[src/hw/uhr_pkg.sv]
// Constants shared by the holding-register and interrupt-enable channel logic.
// Assumes a single 50 MHz clock and a host bus decoded to register strobes outside.
// Operation
// - Holding register feeds shifter when empty
// - Holding-empty flag sets on empty or transfer
// - Empty flag 0 while data queued
// - Receive read returns oldest byte, pops it
// - Falling edge starts 16x sample counter
// - Mid-start sample; low accepts, high discards
// - Enable bit 7 gates clear-to-send rise
// - Enable bit 6 gates request-to-send rise
// - Enable bit 5 gates Xoff received
// - Enable bit 4 is sleep; resets zero
// - Enable bit 3 gates modem change bits
// - Enable bit 2 gates line errors 1-4
// - Enable bit 1 gates transmit empty
// - Enable bit 0 gates receive data/trigger
// - Receive status clears below trigger level
// - Data ready sets on push, clears empty
// - Transmit interrupt clears on ident read/write
// - Channel interrupt on its own pin
// - Fifo control bit 0 selects fifo mode
package uhr_pkg;
    // ------------------------------------------------------------
    // Register offsets (host address bits 2..0)
    // ------------------------------------------------------------
    localparam logic [2:0] UHR_OFF_HOLDING   = 3'h0;
    localparam logic [2:0] UHR_OFF_IRQ_EN    = 3'h1;
    localparam logic [2:0] UHR_OFF_IDENT     = 3'h2;
    localparam logic [2:0] UHR_OFF_LINE_STAT = 3'h5;
    // ------------------------------------------------------------
    // Reset values
    // ------------------------------------------------------------
    localparam logic [7:0] UHR_IRQ_EN_RST    = 8'h00;
    localparam logic [3:0] UHR_IDENT_NONE    = 4'h1;
    // ------------------------------------------------------------
    // Enable bit positions
    // ------------------------------------------------------------
    localparam int UHR_IE_RX    = 0;
    localparam int UHR_IE_TX    = 1;
    localparam int UHR_IE_LINE  = 2;
    localparam int UHR_IE_MODEM = 3;
    localparam int UHR_IE_SLEEP = 4;
    localparam int UHR_IE_XOFF  = 5;
    localparam int UHR_IE_RTS   = 6;
    localparam int UHR_IE_CTS   = 7;
    // ------------------------------------------------------------
    // Line status bit positions
    // ------------------------------------------------------------
    localparam int UHR_LS_DATA_READY = 0;
    localparam int UHR_LS_TX_EMPTY   = 5;
    localparam int UHR_LS_ALL_EMPTY  = 6;
    // ------------------------------------------------------------
    // Identification codes (priority encoded)
    // ------------------------------------------------------------
    localparam logic [3:0] UHR_ID_LINE  = 4'h6;
    localparam logic [3:0] UHR_ID_RX    = 4'h4;
    localparam logic [3:0] UHR_ID_TX    = 4'h2;
    localparam logic [3:0] UHR_ID_MODEM = 4'h0;
    localparam logic [3:0] UHR_ID_FLOW  = 4'h8;
    // ------------------------------------------------------------
    // Timing: receive oversampling
    // ------------------------------------------------------------
    localparam int         UHR_OVERSAMPLE = 16;
    localparam logic [3:0] UHR_MID_START  = 4'h7;
    localparam int         UHR_FIFO_DEPTH = 8;
    localparam int         UHR_DATA_W     = 8;
endpackage

[src/hw/uhr_fifo.sv]
// Flip-flop FIFO with valid/ready on both sides.
// Assumes one clock; write and read may occur in the same cycle.
`timescale 1ns/1ps
module uhr_fifo
    import uhr_pkg::*;
#(
    parameter int WIDTH = 8,
    parameter int DEPTH = 8
) (
    input  wire logic             clk_i,
    input  wire logic             rst_n_i,
    input  wire logic             flush_i,
    input  wire logic [WIDTH-1:0] in_data_i,
    input  wire logic             in_valid_i,
    output logic                  in_ready_o,
    output logic [WIDTH-1:0]      out_data_o,
    output logic                  out_valid_o,
    input  wire logic             out_ready_i,
    output logic [$clog2(DEPTH):0] count_o
);
    // ------------------------------------------------------------
    // Storage and pointers
    // ------------------------------------------------------------
    localparam int AW = $clog2(DEPTH);
    logic [WIDTH-1:0] mem [DEPTH];     // Entry storage
    logic [AW-1:0]    wr_ptr;          // Next write slot
    logic [AW-1:0]    rd_ptr;          // Oldest entry
    logic [AW:0]      count;           // Fill level
    logic             push;            // Accepted write
    logic             pop;             // Accepted read

    initial begin
        if (DEPTH < 2 || (1 << AW) != DEPTH || WIDTH < 1)
            $error("uhr_fifo: DEPTH must be a power of two >= 2");
    end

    // Full refuses writes so queued data is never overwritten
    assign push        = in_valid_i && (count != DEPTH[AW:0]);
    assign pop         = out_ready_i && (count != '0);
    assign in_ready_o  = (count != DEPTH[AW:0]);
    assign out_valid_o = (count != '0);
    assign out_data_o  = mem[rd_ptr];
    assign count_o     = count;

    // Storage write; no reset needed on data
    always_ff @(posedge clk_i) begin
        if (push) begin
            mem[wr_ptr] <= in_data_i;
        end
    end

    // Pointer and level bookkeeping
    always_ff @(posedge clk_i or negedge rst_n_i) begin
        if (!rst_n_i) begin
            wr_ptr <= '0;
            rd_ptr <= '0;
            count  <= '0;
        end else if (flush_i) begin
            wr_ptr <= '0;
            rd_ptr <= '0;
            count  <= '0;
        end else begin
            if (push) wr_ptr <= wr_ptr + 1'b1;
            if (pop)  rd_ptr <= rd_ptr + 1'b1;
            count <= count + (AW+1)'(push) - (AW+1)'(pop);
        end
    end
endmodule

[src/hw/uhr_start_det.sv]
// Start-bit validator: falling edge arms a 16x counter, mid-bit sample checks.
// Assumes sample_tick_i pulses once per 16x sample clock and rx_i is synchronous.
`timescale 1ns/1ps
module uhr_start_det
    import uhr_pkg::*;
(
    input  wire logic clk_i,
    input  wire logic rst_n_i,
    input  wire logic sample_tick_i,
    input  wire logic rx_i,
    input  wire logic busy_i,
    output logic      start_ok_o,
    output logic      start_bad_o
);
    // ------------------------------------------------------------
    // State
    // ------------------------------------------------------------
    logic       rx_q;      // Previous line level
    logic       armed;     // Counting toward mid start
    logic [3:0] cnt;       // Sample clocks since edge

    // Edge history
    always_ff @(posedge clk_i or negedge rst_n_i) begin
        if (!rst_n_i) rx_q <= 1'b1;
        else          rx_q <= rx_i;
    end

    // Counter run from falling edge mid-bit check
    always_ff @(posedge clk_i or negedge rst_n_i) begin
        if (!rst_n_i) begin
            armed       <= 1'b0;
            cnt         <= '0;
            start_ok_o  <= 1'b0;
            start_bad_o <= 1'b0;
        end else begin
            start_ok_o  <= 1'b0;
            start_bad_o <= 1'b0;
            if (!armed) begin
                if (rx_q && !rx_i && !busy_i) begin   // Possible start
                    armed <= 1'b1;
                    cnt   <= '0;
                end
            end else if (sample_tick_i) begin
                // Seven whole ticks plus the half tick of edge phase
                if (cnt == UHR_MID_START) begin
                    armed <= 1'b0;
                    if (!rx_i) start_ok_o  <= 1'b1;   // Still low: real
                    else       start_bad_o <= 1'b1;   // Glitch: drop
                end else begin
                    cnt <= cnt + 4'h1;
                end
            end
        end
    end
endmodule

[src/hw/uhr_channel.sv]
// One channel: holding registers, start validation, interrupt enable and ident.
// Assumes the host bus is decoded into read/write strobes with a 3-bit address,
// and that bit timing, shifting and error detection sit around this block.
`timescale 1ns/1ps
module uhr_channel
    import uhr_pkg::*;
#(
    parameter int DEPTH = UHR_FIFO_DEPTH
) (
    input  wire logic       clk_i,
    input  wire logic       rst_n_i,
    // Host side
    input  wire logic [2:0] addr_i,
    input  wire logic       wr_i,
    input  wire logic       rd_i,
    input  wire logic [7:0] host_data_bus_i,
    output logic [7:0]      host_data_bus_o,
    // Mode and trigger
    input  wire logic       fifo_enable_i,
    input  wire logic [3:0] rx_trigger_i,
    // Transmit shifter side
    input  wire logic       tx_shifter_ready_i,
    input  wire logic       tx_shifter_idle_i,
    output logic            tx_shifter_load_o,
    output logic [7:0]      tx_shifter_data_o,
    // Receive shifter side
    input  wire logic       sample_tick_i,
    input  wire logic       rx_line_i,
    input  wire logic       rx_busy_i,
    input  wire logic       rx_shifter_done_i,
    input  wire logic [7:0] rx_shifter_data_i,
    output logic            rx_start_ok_o,
    output logic            rx_false_start_o,
    // Event sources
    input  wire logic [3:0] line_errors_i,
    input  wire logic [3:0] modem_delta_i,
    input  wire logic       cts_i,
    input  wire logic       rts_i,
    input  wire logic       xoff_seen_i,
    // Outputs
    output logic            sleep_o,
    output logic            rx_overrun_o,
    output logic            irq_out_o
);
    // ------------------------------------------------------------
    // Elaboration checks
    // ------------------------------------------------------------
    localparam int CW = $clog2(DEPTH) + 1;
    initial begin
        if (DEPTH < 2 || DEPTH > 15)
            $error("uhr_channel: DEPTH out of range 2..15");
    end

    // ------------------------------------------------------------
    // Declarations
    // ------------------------------------------------------------
    logic [7:0]    interrupt_enable;    // Host enable/sleep bits
    logic [7:0]    tx_q_data;           // Transmit queue head
    logic          tx_q_valid;          // Transmit queue not empty
    logic          tx_q_in_ready;       // Transmit queue has room
    logic [CW-1:0] tx_count;            // Transmit fill
    logic [7:0]    rx_q_data;           // Oldest received byte
    logic          rx_q_valid;          // Receive data ready
    logic          rx_q_in_ready;       // Receive queue has room
    logic [CW-1:0] rx_count;            // Receive fill
    logic          wr_hold;             // Host write to transmit
    logic          rd_hold;             // Host read of receive
    logic          rd_ident;            // Host read of ident
    logic          tx_limit;            // Queue capacity in use
    logic          rx_limit;            // Capacity for this mode
    logic          tx_push;             // Byte enters transmit queue
    logic          tx_pop;              // Byte moves to shifter
    logic          tx_empty_evt;        // Pending transmit event
    logic          cts_q;               // Previous clear-to-send
    logic          rts_q;               // Previous request-to-send
    logic          cts_evt;             // Sticky clear-to-send rise
    logic          rts_evt;             // Sticky request-to-send rise
    logic          rx_pending;          // Receive source active
    logic          line_pending;        // Line error source
    logic          modem_pending;       // Modem change source
    logic          flow_pending;        // Flow events
    logic [3:0]    ident;               // Current ident code
    logic          next_irq;            // Combined interrupt
    logic          fifo_mode_q;         // Mode of last cycle
    logic          mode_flip;           // Mode change flushes

    // ------------------------------------------------------------
    // Host strobe decode
    // ------------------------------------------------------------
    assign wr_hold  = wr_i && (addr_i == UHR_OFF_HOLDING);
    assign rd_hold  = rd_i && (addr_i == UHR_OFF_HOLDING);
    assign rd_ident = rd_i && (addr_i == UHR_OFF_IDENT);

    // Non-fifo mode uses only one slot per direction
    assign tx_limit = fifo_enable_i ? tx_q_in_ready : (tx_count == '0);
    assign rx_limit = fifo_enable_i ? rx_q_in_ready : (rx_count == '0);
    assign mode_flip = fifo_mode_q != fifo_enable_i;

    // Write accepted only when a slot is free
    assign tx_push = wr_hold && tx_limit;
    // Byte moves from holding into shifter when it can take it
    assign tx_pop  = tx_q_valid && tx_shifter_ready_i;

    // ------------------------------------------------------------
    // Transmit queue (holding register / fifo)
    // ------------------------------------------------------------
    uhr_fifo #(
        .WIDTH (UHR_DATA_W),
        .DEPTH (DEPTH == 8 ? 8 : (1 << $clog2(DEPTH)))
    ) u_tx_q (
        .clk_i       (clk_i),
        .rst_n_i     (rst_n_i),
        .flush_i     (mode_flip),
        .in_data_i   (host_data_bus_i),
        .in_valid_i  (tx_push),
        .in_ready_o  (tx_q_in_ready),
        .out_data_o  (tx_q_data),
        .out_valid_o (tx_q_valid),
        .out_ready_i (tx_shifter_ready_i),
        .count_o     (tx_count)
    );

    // ------------------------------------------------------------
    // Receive queue; overrun if shifter finishes with no room
    // ------------------------------------------------------------
    uhr_fifo #(
        .WIDTH (UHR_DATA_W),
        .DEPTH (DEPTH == 8 ? 8 : (1 << $clog2(DEPTH)))
    ) u_rx_q (
        .clk_i       (clk_i),
        .rst_n_i     (rst_n_i),
        .flush_i     (mode_flip),
        .in_data_i   (rx_shifter_data_i),
        .in_valid_i  (rx_shifter_done_i && rx_limit),
        .in_ready_o  (rx_q_in_ready),
        .out_data_o  (rx_q_data),
        .out_valid_o (rx_q_valid),
        .out_ready_i (rd_hold),            // Read pops oldest
        .count_o     (rx_count)
    );

    // ------------------------------------------------------------
    // Start-bit validation
    // ------------------------------------------------------------
    uhr_start_det u_start (
        .clk_i         (clk_i),
        .rst_n_i       (rst_n_i),
        .sample_tick_i (sample_tick_i),
        .rx_i          (rx_line_i),
        .busy_i        (rx_busy_i),
        .start_ok_o    (rx_start_ok_o),
        .start_bad_o   (rx_false_start_o)
    );

    // ------------------------------------------------------------
    // Mode tracking
    // ------------------------------------------------------------
    always_ff @(posedge clk_i or negedge rst_n_i) begin
        if (!rst_n_i) fifo_mode_q <= 1'b0;
        else          fifo_mode_q <= fifo_enable_i;
    end

    // ------------------------------------------------------------
    // Interrupt enable register; all bits reset to zero
    // ------------------------------------------------------------
    always_ff @(posedge clk_i or negedge rst_n_i) begin
        if (!rst_n_i) begin
            interrupt_enable <= UHR_IRQ_EN_RST;
        end else if (wr_i && addr_i == UHR_OFF_IRQ_EN) begin
            interrupt_enable <= host_data_bus_i;
        end
    end

    // Sleep follows its enable bit
    always_ff @(posedge clk_i or negedge rst_n_i) begin
        if (!rst_n_i) sleep_o <= 1'b0;
        else          sleep_o <= interrupt_enable[UHR_IE_SLEEP];
    end

    // ------------------------------------------------------------
    // Shifter handoff registered so outputs come from flops
    // ------------------------------------------------------------
    always_ff @(posedge clk_i or negedge rst_n_i) begin
        if (!rst_n_i) begin
            tx_shifter_load_o <= 1'b0;
            tx_shifter_data_o <= '0;
        end else begin
            tx_shifter_load_o <= tx_pop;
            if (tx_pop) tx_shifter_data_o <= tx_q_data;
        end
    end

    // Overrun pulse: completed byte with no room
    always_ff @(posedge clk_i or negedge rst_n_i) begin
        if (!rst_n_i) rx_overrun_o <= 1'b0;
        else          rx_overrun_o <= rx_shifter_done_i && !rx_limit;
    end

    // ------------------------------------------------------------
    // Transmit-empty event: set when a pop empties the queue,
    // cleared by ident read or new write; set wins over ident read, write wins over set
    // ------------------------------------------------------------
    always_ff @(posedge clk_i or negedge rst_n_i) begin
        if (!rst_n_i) begin
            tx_empty_evt <= 1'b1;
        end else if (tx_pop && tx_count == CW'(1) && !tx_push) begin
            tx_empty_evt <= 1'b1;
        end else if (tx_push || (rd_ident && ident == UHR_ID_TX)) begin
            tx_empty_evt <= 1'b0;
        end
    end

    // ------------------------------------------------------------
    // Edge-detected flow events; rise wins over ident-read clear
    // ------------------------------------------------------------
    always_ff @(posedge clk_i or negedge rst_n_i) begin
        if (!rst_n_i) begin
            cts_q   <= 1'b0;
            rts_q   <= 1'b0;
            cts_evt <= 1'b0;
            rts_evt <= 1'b0;
        end else begin
            cts_q <= cts_i;
            rts_q <= rts_i;
            if (cts_i && !cts_q)                     cts_evt <= 1'b1;
            else if (rd_ident && ident == UHR_ID_FLOW) cts_evt <= 1'b0;
            if (rts_i && !rts_q)                     rts_evt <= 1'b1;
            else if (rd_ident && ident == UHR_ID_FLOW) rts_evt <= 1'b0;
        end
    end

    // ------------------------------------------------------------
    // Source qualification by enable bits
    // ------------------------------------------------------------
    // Trigger in fifo mode, any data otherwise
    assign rx_pending    = interrupt_enable[UHR_IE_RX] &&
                           (fifo_enable_i ? (rx_count >= CW'(rx_trigger_i)) && (rx_trigger_i != '0)
                                          : rx_q_valid);
    assign line_pending  = interrupt_enable[UHR_IE_LINE] && (|line_errors_i);
    assign modem_pending = interrupt_enable[UHR_IE_MODEM] && (|modem_delta_i);
    assign flow_pending  = (interrupt_enable[UHR_IE_XOFF] && xoff_seen_i) ||
                           (interrupt_enable[UHR_IE_CTS] && cts_evt) ||
                           (interrupt_enable[UHR_IE_RTS] && rts_evt);

    // Transmit source: holding or fifo empty
    logic tx_pending;
    assign tx_pending = interrupt_enable[UHR_IE_TX] && tx_empty_evt && !tx_q_valid;

    // ------------------------------------------------------------
    // Priority ident and combined request
    // ------------------------------------------------------------
    always_comb begin
        if (line_pending)       ident = UHR_ID_LINE;
        else if (rx_pending)    ident = UHR_ID_RX;
        else if (tx_pending)    ident = UHR_ID_TX;
        else if (modem_pending) ident = UHR_ID_MODEM;
        else if (flow_pending)  ident = UHR_ID_FLOW;
        else                    ident = UHR_IDENT_NONE;
        next_irq = (ident != UHR_IDENT_NONE);
    end

    // Own interrupt pin per channel
    always_ff @(posedge clk_i or negedge rst_n_i) begin
        if (!rst_n_i) irq_out_o <= 1'b0;
        else          irq_out_o <= next_irq;
    end

    // ------------------------------------------------------------
    // Read data mux, registered
    // ------------------------------------------------------------
    always_ff @(posedge clk_i or negedge rst_n_i) begin
        if (!rst_n_i) begin
            host_data_bus_o <= '0;
        end else if (rd_i) begin
            unique case (addr_i)
                UHR_OFF_HOLDING:   host_data_bus_o <= rx_q_data;
                UHR_OFF_IRQ_EN:    host_data_bus_o <= interrupt_enable;
                UHR_OFF_IDENT:     host_data_bus_o <= {fifo_enable_i, fifo_enable_i, 2'b00, ident};
                UHR_OFF_LINE_STAT: begin
                    host_data_bus_o <= '0;
                    host_data_bus_o[UHR_LS_DATA_READY] <= rx_q_valid;
                    host_data_bus_o[UHR_LS_TX_EMPTY]   <= !tx_q_valid;
                    host_data_bus_o[UHR_LS_ALL_EMPTY]  <= !tx_q_valid && tx_shifter_idle_i;
                    host_data_bus_o[4:1]               <= line_errors_i;
                end
                default:           host_data_bus_o <= '0;
            endcase
        end
    end
endmodule

[config.mk]
export PLATFORM = sky130hd
export DESIGN_NAME = uhr_channel
export DESIGN_NICKNAME = d
export VERILOG_FILES = /design/src/hw/uhr_pkg.sv /design/src/hw/uhr_fifo.sv /design/src/hw/uhr_start_det.sv /design/src/hw/uhr_channel.sv
export SDC_FILE = /design/constraint.sdc
export NUM_CORES = 1
export LEC_CHECK = 0
export BUFFER_PORTS_ARGS = -buffer_cell sky130_fd_sc_hd__buf_2
export CAP_MARGIN = 20
export CORE_MARGIN = 5
export CORE_UTILIZATION = 26
export DETAILED_ROUTE_END_ITERATION = 8
export GPL_ROUTABILITY_DRIVEN = 1
export PLACE_DENSITY_LB_ADDON = 0.25
export REMOVE_ABC_BUFFERS = 1
export SYNTH_ARGS = -nofsm -noshare
export SYNTH_HDL_FRONTEND = slang
export SYNTH_SLANG_ARGS = --single-unit
[constraint.sdc]
create_clock -name clk_i -period 3.4 [get_ports clk_i]
set_clock_uncertainty 0.05 [all_clocks]
set_input_delay 0.34 -clock clk_i [delete_from_list [all_inputs] [get_ports clk_i]]
set_output_delay 0.34 -clock clk_i [all_outputs]
set_load 0.05 [all_outputs]
* Word-level counts from Yosys, hierarchy flattened *
Memory sizes are Yosys's and may differ from the RTL's. A register that Yosys moved wholly into a read port is not among the register bits.
Cells that the tools add are included.

operators by class
  add/subtract/negate cells = 9
  multipliers = 0
  div/mod/pow operators = 0
  $lt $le $gt $ge = 1
  equal/unequal tests = 13
  shifts and indexed selects = 0
  mux-type cells = 44
  bitwise gates (word level) = 0
  reductions and logical operators = 57

operator list
  kind                                                                      number
  4-bit two-way mux                                                         11
  8-bit case mux with 4 select lines                                        1
  1-bit logical AND                                                         29
  1-bit two-way mux                                                         24
  3-bit two-way mux                                                         8
  2-bit nonzero test                                                        8
  3-bit by 1-bit adder with 3-bit output (second input constant)            4
  4-bit nonzero test                                                        3
  4-bit by 1-bit adder with 4-bit output                                    2
  1-bit zero test                                                           8
  4-bit zero test                                                           2
  4-bit inequality test (second input constant)                             2
  4-bit OR reduction                                                        2
  4-bit by 1-bit subtractor with 4-bit output                               2
  4-bit by 1-bit adder with 4-bit output (second input constant)            1
  4-bit by 1-bit equality test with 1-bit output (second input constant)    1
  4-bit by 2-bit equality test with 1-bit output (second input constant)    1
  4-bit by 3-bit equality test with 1-bit output (second input constant)    1
  4-bit equality test (second input constant)                               1
  4-bit greater-or-equal comparator                                         1
  2-bit inequality test (second input constant)                             2
  4-bit by 1-bit inequality test with 1-bit output (second input constant)  1
  3-bit by 1-bit equality test with 1-bit output (second input constant)    1
  3-bit by 2-bit equality test with 1-bit output (second input constant)    1
  other kinds (5)                                                           7

word-level totals
  register bits after elaboration = 54
  bits in latches = 0
  bits in writable memories = 128
  bits in read-only memories = 0
  bits of input ports = 45
  output and inout port bits = 22
  word-level logic and storage cells = 149
  memories = 2

memory list
  memory      words  width  read ports  clocked after Yosys merged registers in  write ports  line            source
  u_rx_q.mem  8      8      1           0                                        1            uhr_fifo.sv:25  logic [WIDTH-1:0] mem [DEPTH];
  u_tx_q.mem  8      8      1           1                                        1            uhr_fifo.sv:25

* Logic depth before layout (Yosys ltp) *
  depth in word-level cells = 13
  depth in mapped cells = 13
  mapped depth without buffers = 12

* Modules after synthesis *
From an unflattened synthesis, not the netlist that was laid out.

second synthesis, totals
  cell total of the unflattened synthesis = 528
  area, all modules = 8395.6 um2

modules (own cells, without submodules)
  module              instances  cells each  area each (um2)  seq. area each (um2)
  uhr_fifo at u_tx_q  1          168         3125.5           2172.1
  uhr_fifo at u_rx_q  1          168         3124.2           2172.1
  uhr_channel         1          156         1767.9           852.1
  uhr_start_det       1          36          377.9            201.4

* Least setup slack after synthesis *
OpenSTA, ideal clock, no wires.

  path type = reg-to-reg
  start = register u_tx_q.count[2], in the netlist u_tx_q.count_o[2]
  end = register u_tx_q.count[2], in the netlist u_tx_q.count_o[2]
  arrival = 2256 ps
  required time = 3218 ps
  setup slack = 962 ps
  cell stages (with the launch flop) = 13
  cell sequence = dfrtp_1 -> inv_1 -> ha_1 -> nor3b_4 -> nand2b_1 -> buf_2 -> inv_2 -> ha_1 -> inv_1 -> ha_1 -> fa_1 -> xnor2_1 -> nor2_1

on the way
  elaborated cells between the ends (all ways) = 10
  those cells by class = add/sub: 2; eq/ne: 1; mux: 2; reduce/logical: 5

RTL lines
  element                                      line               source
  start: declaration                           uhr_fifo.sv:28     logic [AW:0] count;
  start signal: assignment                     uhr_fifo.sv:65     count <= count + (AW+1)'(push) - (AW+1)'(pop);
  4-bit nonzero test                           -
  1-bit logical AND                            -
  named net tx_pop                             uhr_channel.sv:72  logic tx_pop;
  4-bit by 1-bit subtractor with 4-bit output  uhr_fifo.sv:65
  4-bit two-way mux                            uhr_fifo.sv:58     end else if (flush_i) begin

The timed path passes the listed nets, and every way through them passes these cells.
A chain may end at the register's enable or synchronous reset.

* Worst setup path in the final report *
Same ends and word-level chain as after synthesis.

==> impl_metrics.tcl <==
set metrics [dict create \
    hold_viol_final 0 \
    rrSetupSlack_ns 0.86 \
    synth.distinct_cells 63 \
    clockBufferDepth 2 \
    stdcell_area_um2 9680 \
    dr_total_vias 4551 \
    finalSetupTns_ns 0 \
    dieArea_um2 34800 \
    crit_family "adder cells" \
    syn_area_um2 8110 \
    fp-row-count 64 \
    cap_violations 0 \
    cts-root-buf "clkbuf_16" \
    yosysTopAreaCell "edfxtp_1" \
    setup_violations 0 \
    drtAntennaViolNets 0 \
    postSynthCellCount 517 \
    crit_path_max_incr_delay_ns 0.39 \
    synth_top_area_share 0.474 \
    powerDensity_nw_per_um2 676 \
    io_pins 67 \
    synthFlopType "edfxtp_1" \
    synth_enable_flop_cells 128 \
    crit_cells 11 \
    multi_input_area_um2 2520 \
    grt_max_degree 35 \
    crit_fanout 7 \
    crit_chain "inv_1, ha_1, nor3b_4, nand2b_1, inv_2, ha_1, inv_1, ha_1, fa_1, xnor2_1, nor2_1" \
    dieWidth_um 187 \
    synth.avg_cell_area_um2 15.7 \
    place.gp.congestion 0.724 \
    crit_top_cell "ha_1" \
    coreArea_um2 30700 \
    r2r_cells 11 \
    worstHoldPathType "in -> reg" \
    yosysSeqAreaShare 0.666 \
    grt_pass1_wl_um 29100 \
    gr-usage-all-layers 0.109 \
    p_leak_nw 3.57 \
    cts.sinks 190 \
    status "finished clean" \
    whs_path_depth 2 \
    clkLatencyLatePin_ns 0.43 \
    layout_min_cycle_time_ns 2.54 \
    io_buffers 66 \
    post_cts_buffers 0 \
    dr.pass1.iters 4 \
    grt_pass1_vias 4950 \
    p_total_mw 6.54 \
    synth-seq-cells 190 \
    area_growth_pct 19.3 \
    synth_area_leaders "edfxtp_1, dfrtp_1, mux4_2" \
    slew_violations 0 \
    rsz0062_at_grt "false" \
    crit_arrival_ns 2.80 \
    async_reset_ff_frac 0.326 \
    drc 0 \
    vias_per_cell 4.45 \
    route.final.wire_length_um 18600 \
    antenna_found_initial 3 \
    numCtsBuffers 17 \
    fin_crit_sh 0.746 \
    dp_hpwl_um 13100 \
    wl_per_cell_um 18.2 \
    path_clk_slew_ns 0.07 \
    crit_required_ns 3.67 \
    layout-drive-gt1-share 0.282 \
    startpoint "u_tx_q.count_o[2]$_DFF_PN0_" \
    maxSlewHeadroom 0.429 \
    cts_tree "yes" \
    start_util 0.264 \
    worst_pin_slew_ns 0.856 \
    fmax_mhz 394 \
    cp-end-kind "flip-flop" \
    crit_type "reg -> reg" \
    layout.area.seq_um2 5400 \
    fillerInstances 3011 \
    synth_warnings 0 \
    layout.nets 680 \
    dieHeight_um 187 \
    slowest_stage "fa_1" \
    ir_drop_mv 0.403 \
    overflow 0 \
    timing.rr.start "u_tx_q.count_o[2]$_DFF_PN0_" \
    dpl-instance-area_um2 9020 \
    crit_path_start_kind "flip-flop" \
    path_buf_inv 3 \
    setup.worst_path.end "u_tx_q.count_o[2]$_DFF_PN0_" \
    r2r-end "u_tx_q.count_o[2]$_DFF_PN0_" \
    htreeDepth 4 \
    drt_iter0_drc 230 \
]
-- how the worst min path moves through the flow --
stage                                     startpoint                                to
global route                       rx_shifter_done_i            rx_overrun_o$_DFF_PN0_
finish                             rx_shifter_done_i            rx_overrun_o$_DFF_PN0_
global placement    tx_shifter_data_o[6]$_DFFE_PN0P_  tx_shifter_data_o[6]$_DFFE_PN0P_
floorplan                                    rst_n_i               cts_evt$_DFFE_PN0P_
CTS                                rx_shifter_done_i            rx_overrun_o$_DFF_PN0_
detailed placement   interrupt_enable[4]$_DFFE_PN0P_                 sleep_o$_DFF_PN0_
-- cells in the mapped netlist, types with 2 or more instances --
master / instances
nor2_1: 40
buf_1: 2
inv_1: 23
or3b_1: 3
nand2b_1: 11
a21o_1: 2
nand2_1: 37
and2_1: 3
mux2_2: 9
buf_2: 10
xnor2_1: 6
nor2b_1: 2
o211ai_1: 3
dfstp_2: 2
nor3b_2: 2
nand4_1: 2
a32oi_1: 2
mux4_2: 31
edfxtp_1: 128
a22o_1: 2
and3_1: 2
dfrtp_1: 60
ha_1: 21
o21ai_0: 15
nand3_1: 5
nor3_1: 5
o221ai_1: 4
a41oi_1: 2
o21ai_1: 3
fa_1: 2
mux2i_1: 20
xor2_1: 5
a21oi_1: 13
nand3b_1: 3
clkbuf_1: 4
inv_2: 3
a22oi_1: 4
-- placed cells by master (no fill, tap or decap), types with 5 or more instances in the layout --
| cell | synthesis | layout |
|---|---|---|
| clkinv_2 | 0 | 6 |
| mux2i_1 | 20 | 20 |
| xor2_1 | 5 | 5 |
| ha_1 | 21 | 21 |
| nand2_1 | 37 | 37 |
| mux2_2 | 9 | 9 |
| dfrtp_1 | 60 | 60 |
| nand3_1 | 5 | 5 |
| nor2_1 | 40 | 40 |
| xnor2_1 | 6 | 6 |
| nand2b_1 | 11 | 11 |
| buf_2 | 10 | 66 |
| edfxtp_1 | 128 | 128 |
| o21ai_0 | 15 | 15 |
| inv_1 | 23 | 23 |
| a21oi_1 | 13 | 13 |
| buf_4 | 1 | 24 |
| nor3_1 | 5 | 5 |
| clkbuf_16 | 0 | 17 |
| mux4_2 | 31 | 31 |
-- report_power, final --
part / switching (mW) / internal, mW / total (mW)
registers: 0.192 / 2.72 / 2.91
logic: 0.925 / 0.623 / 1.55
clock network: 0.847 / 1.24 / 2.08
total: 1.96 / 4.58 / 6.54
-- area by class of cell --
type	count	share of cell area
Clock buffer	18	0.0454
Tap cell	396	0.0512
Clock inverter	14	0.0178
Timing Repair Buffer	94	0.0569
Sequential cell	190	0.558
Multi-Input combinational cell	283	0.261
Antenna cell	1	0.000259
Inverter	26	0.0101
-- metal layers --
metal / vias up / GRT usage / routed length [µm]
li1: 2147 / - / -
met1: 2322 / 0.137 / 8120
met2: 60 / 0.184 / 9570
met3: 18 / 0.0288 / 685
met4: 4 / 0.0322 / 198
met5: - / 0 / 27
-- flip-flops by register name, indices dropped and copies added, names as in the netlist, 3 cells and up --
register and flops:
u_rx_q.count_o 4, u_tx_q.wr_ptr 3, u_tx_q.rd_ptr 3, u_tx_q.count_o 4, u_rx_q.mem 64, tx_shifter_data_o 8
u_tx_q.mem 64, u_start.cnt 4, u_rx_q.rd_ptr 3, u_rx_q.wr_ptr 3, interrupt_enable 8, host_data_bus_o 8
-- stage by stage --
stage	std cells	utilization	hold slack (ns)	setup slack (ns)
6_report	1022	0.316	0.0862	0.863
5_1_grt	1022	0.316	0.0860	0.670
4_1_cts	1021	0.316	0.0561	0.853
3_5_place_dp	985	0.294	0.398	0.867
3_3_place_gp	985	0.294	0.409	0.908
2_1_floorplan	499	-	-0.00559	0.739
-- kinds of logic after synthesis --
group	share of synthesized area
buffers and inverters	0.0233
DFF	0.666
xor gates and xnor gates	0.0119
muxes	0.123
and+or+nand+nor	0.0802
adders and majority gates	0.0373
AOI/OAI and AO/OA	0.0585
-- repair_timing --
item / CTS / global route
endpoints found under the hold margin: 33 / 0
resized for setup: 0 / 0
endpoints found under the setup margin: 0 / 0
hold buffers: 4 / 0
(Power assumes the default switching activity.)
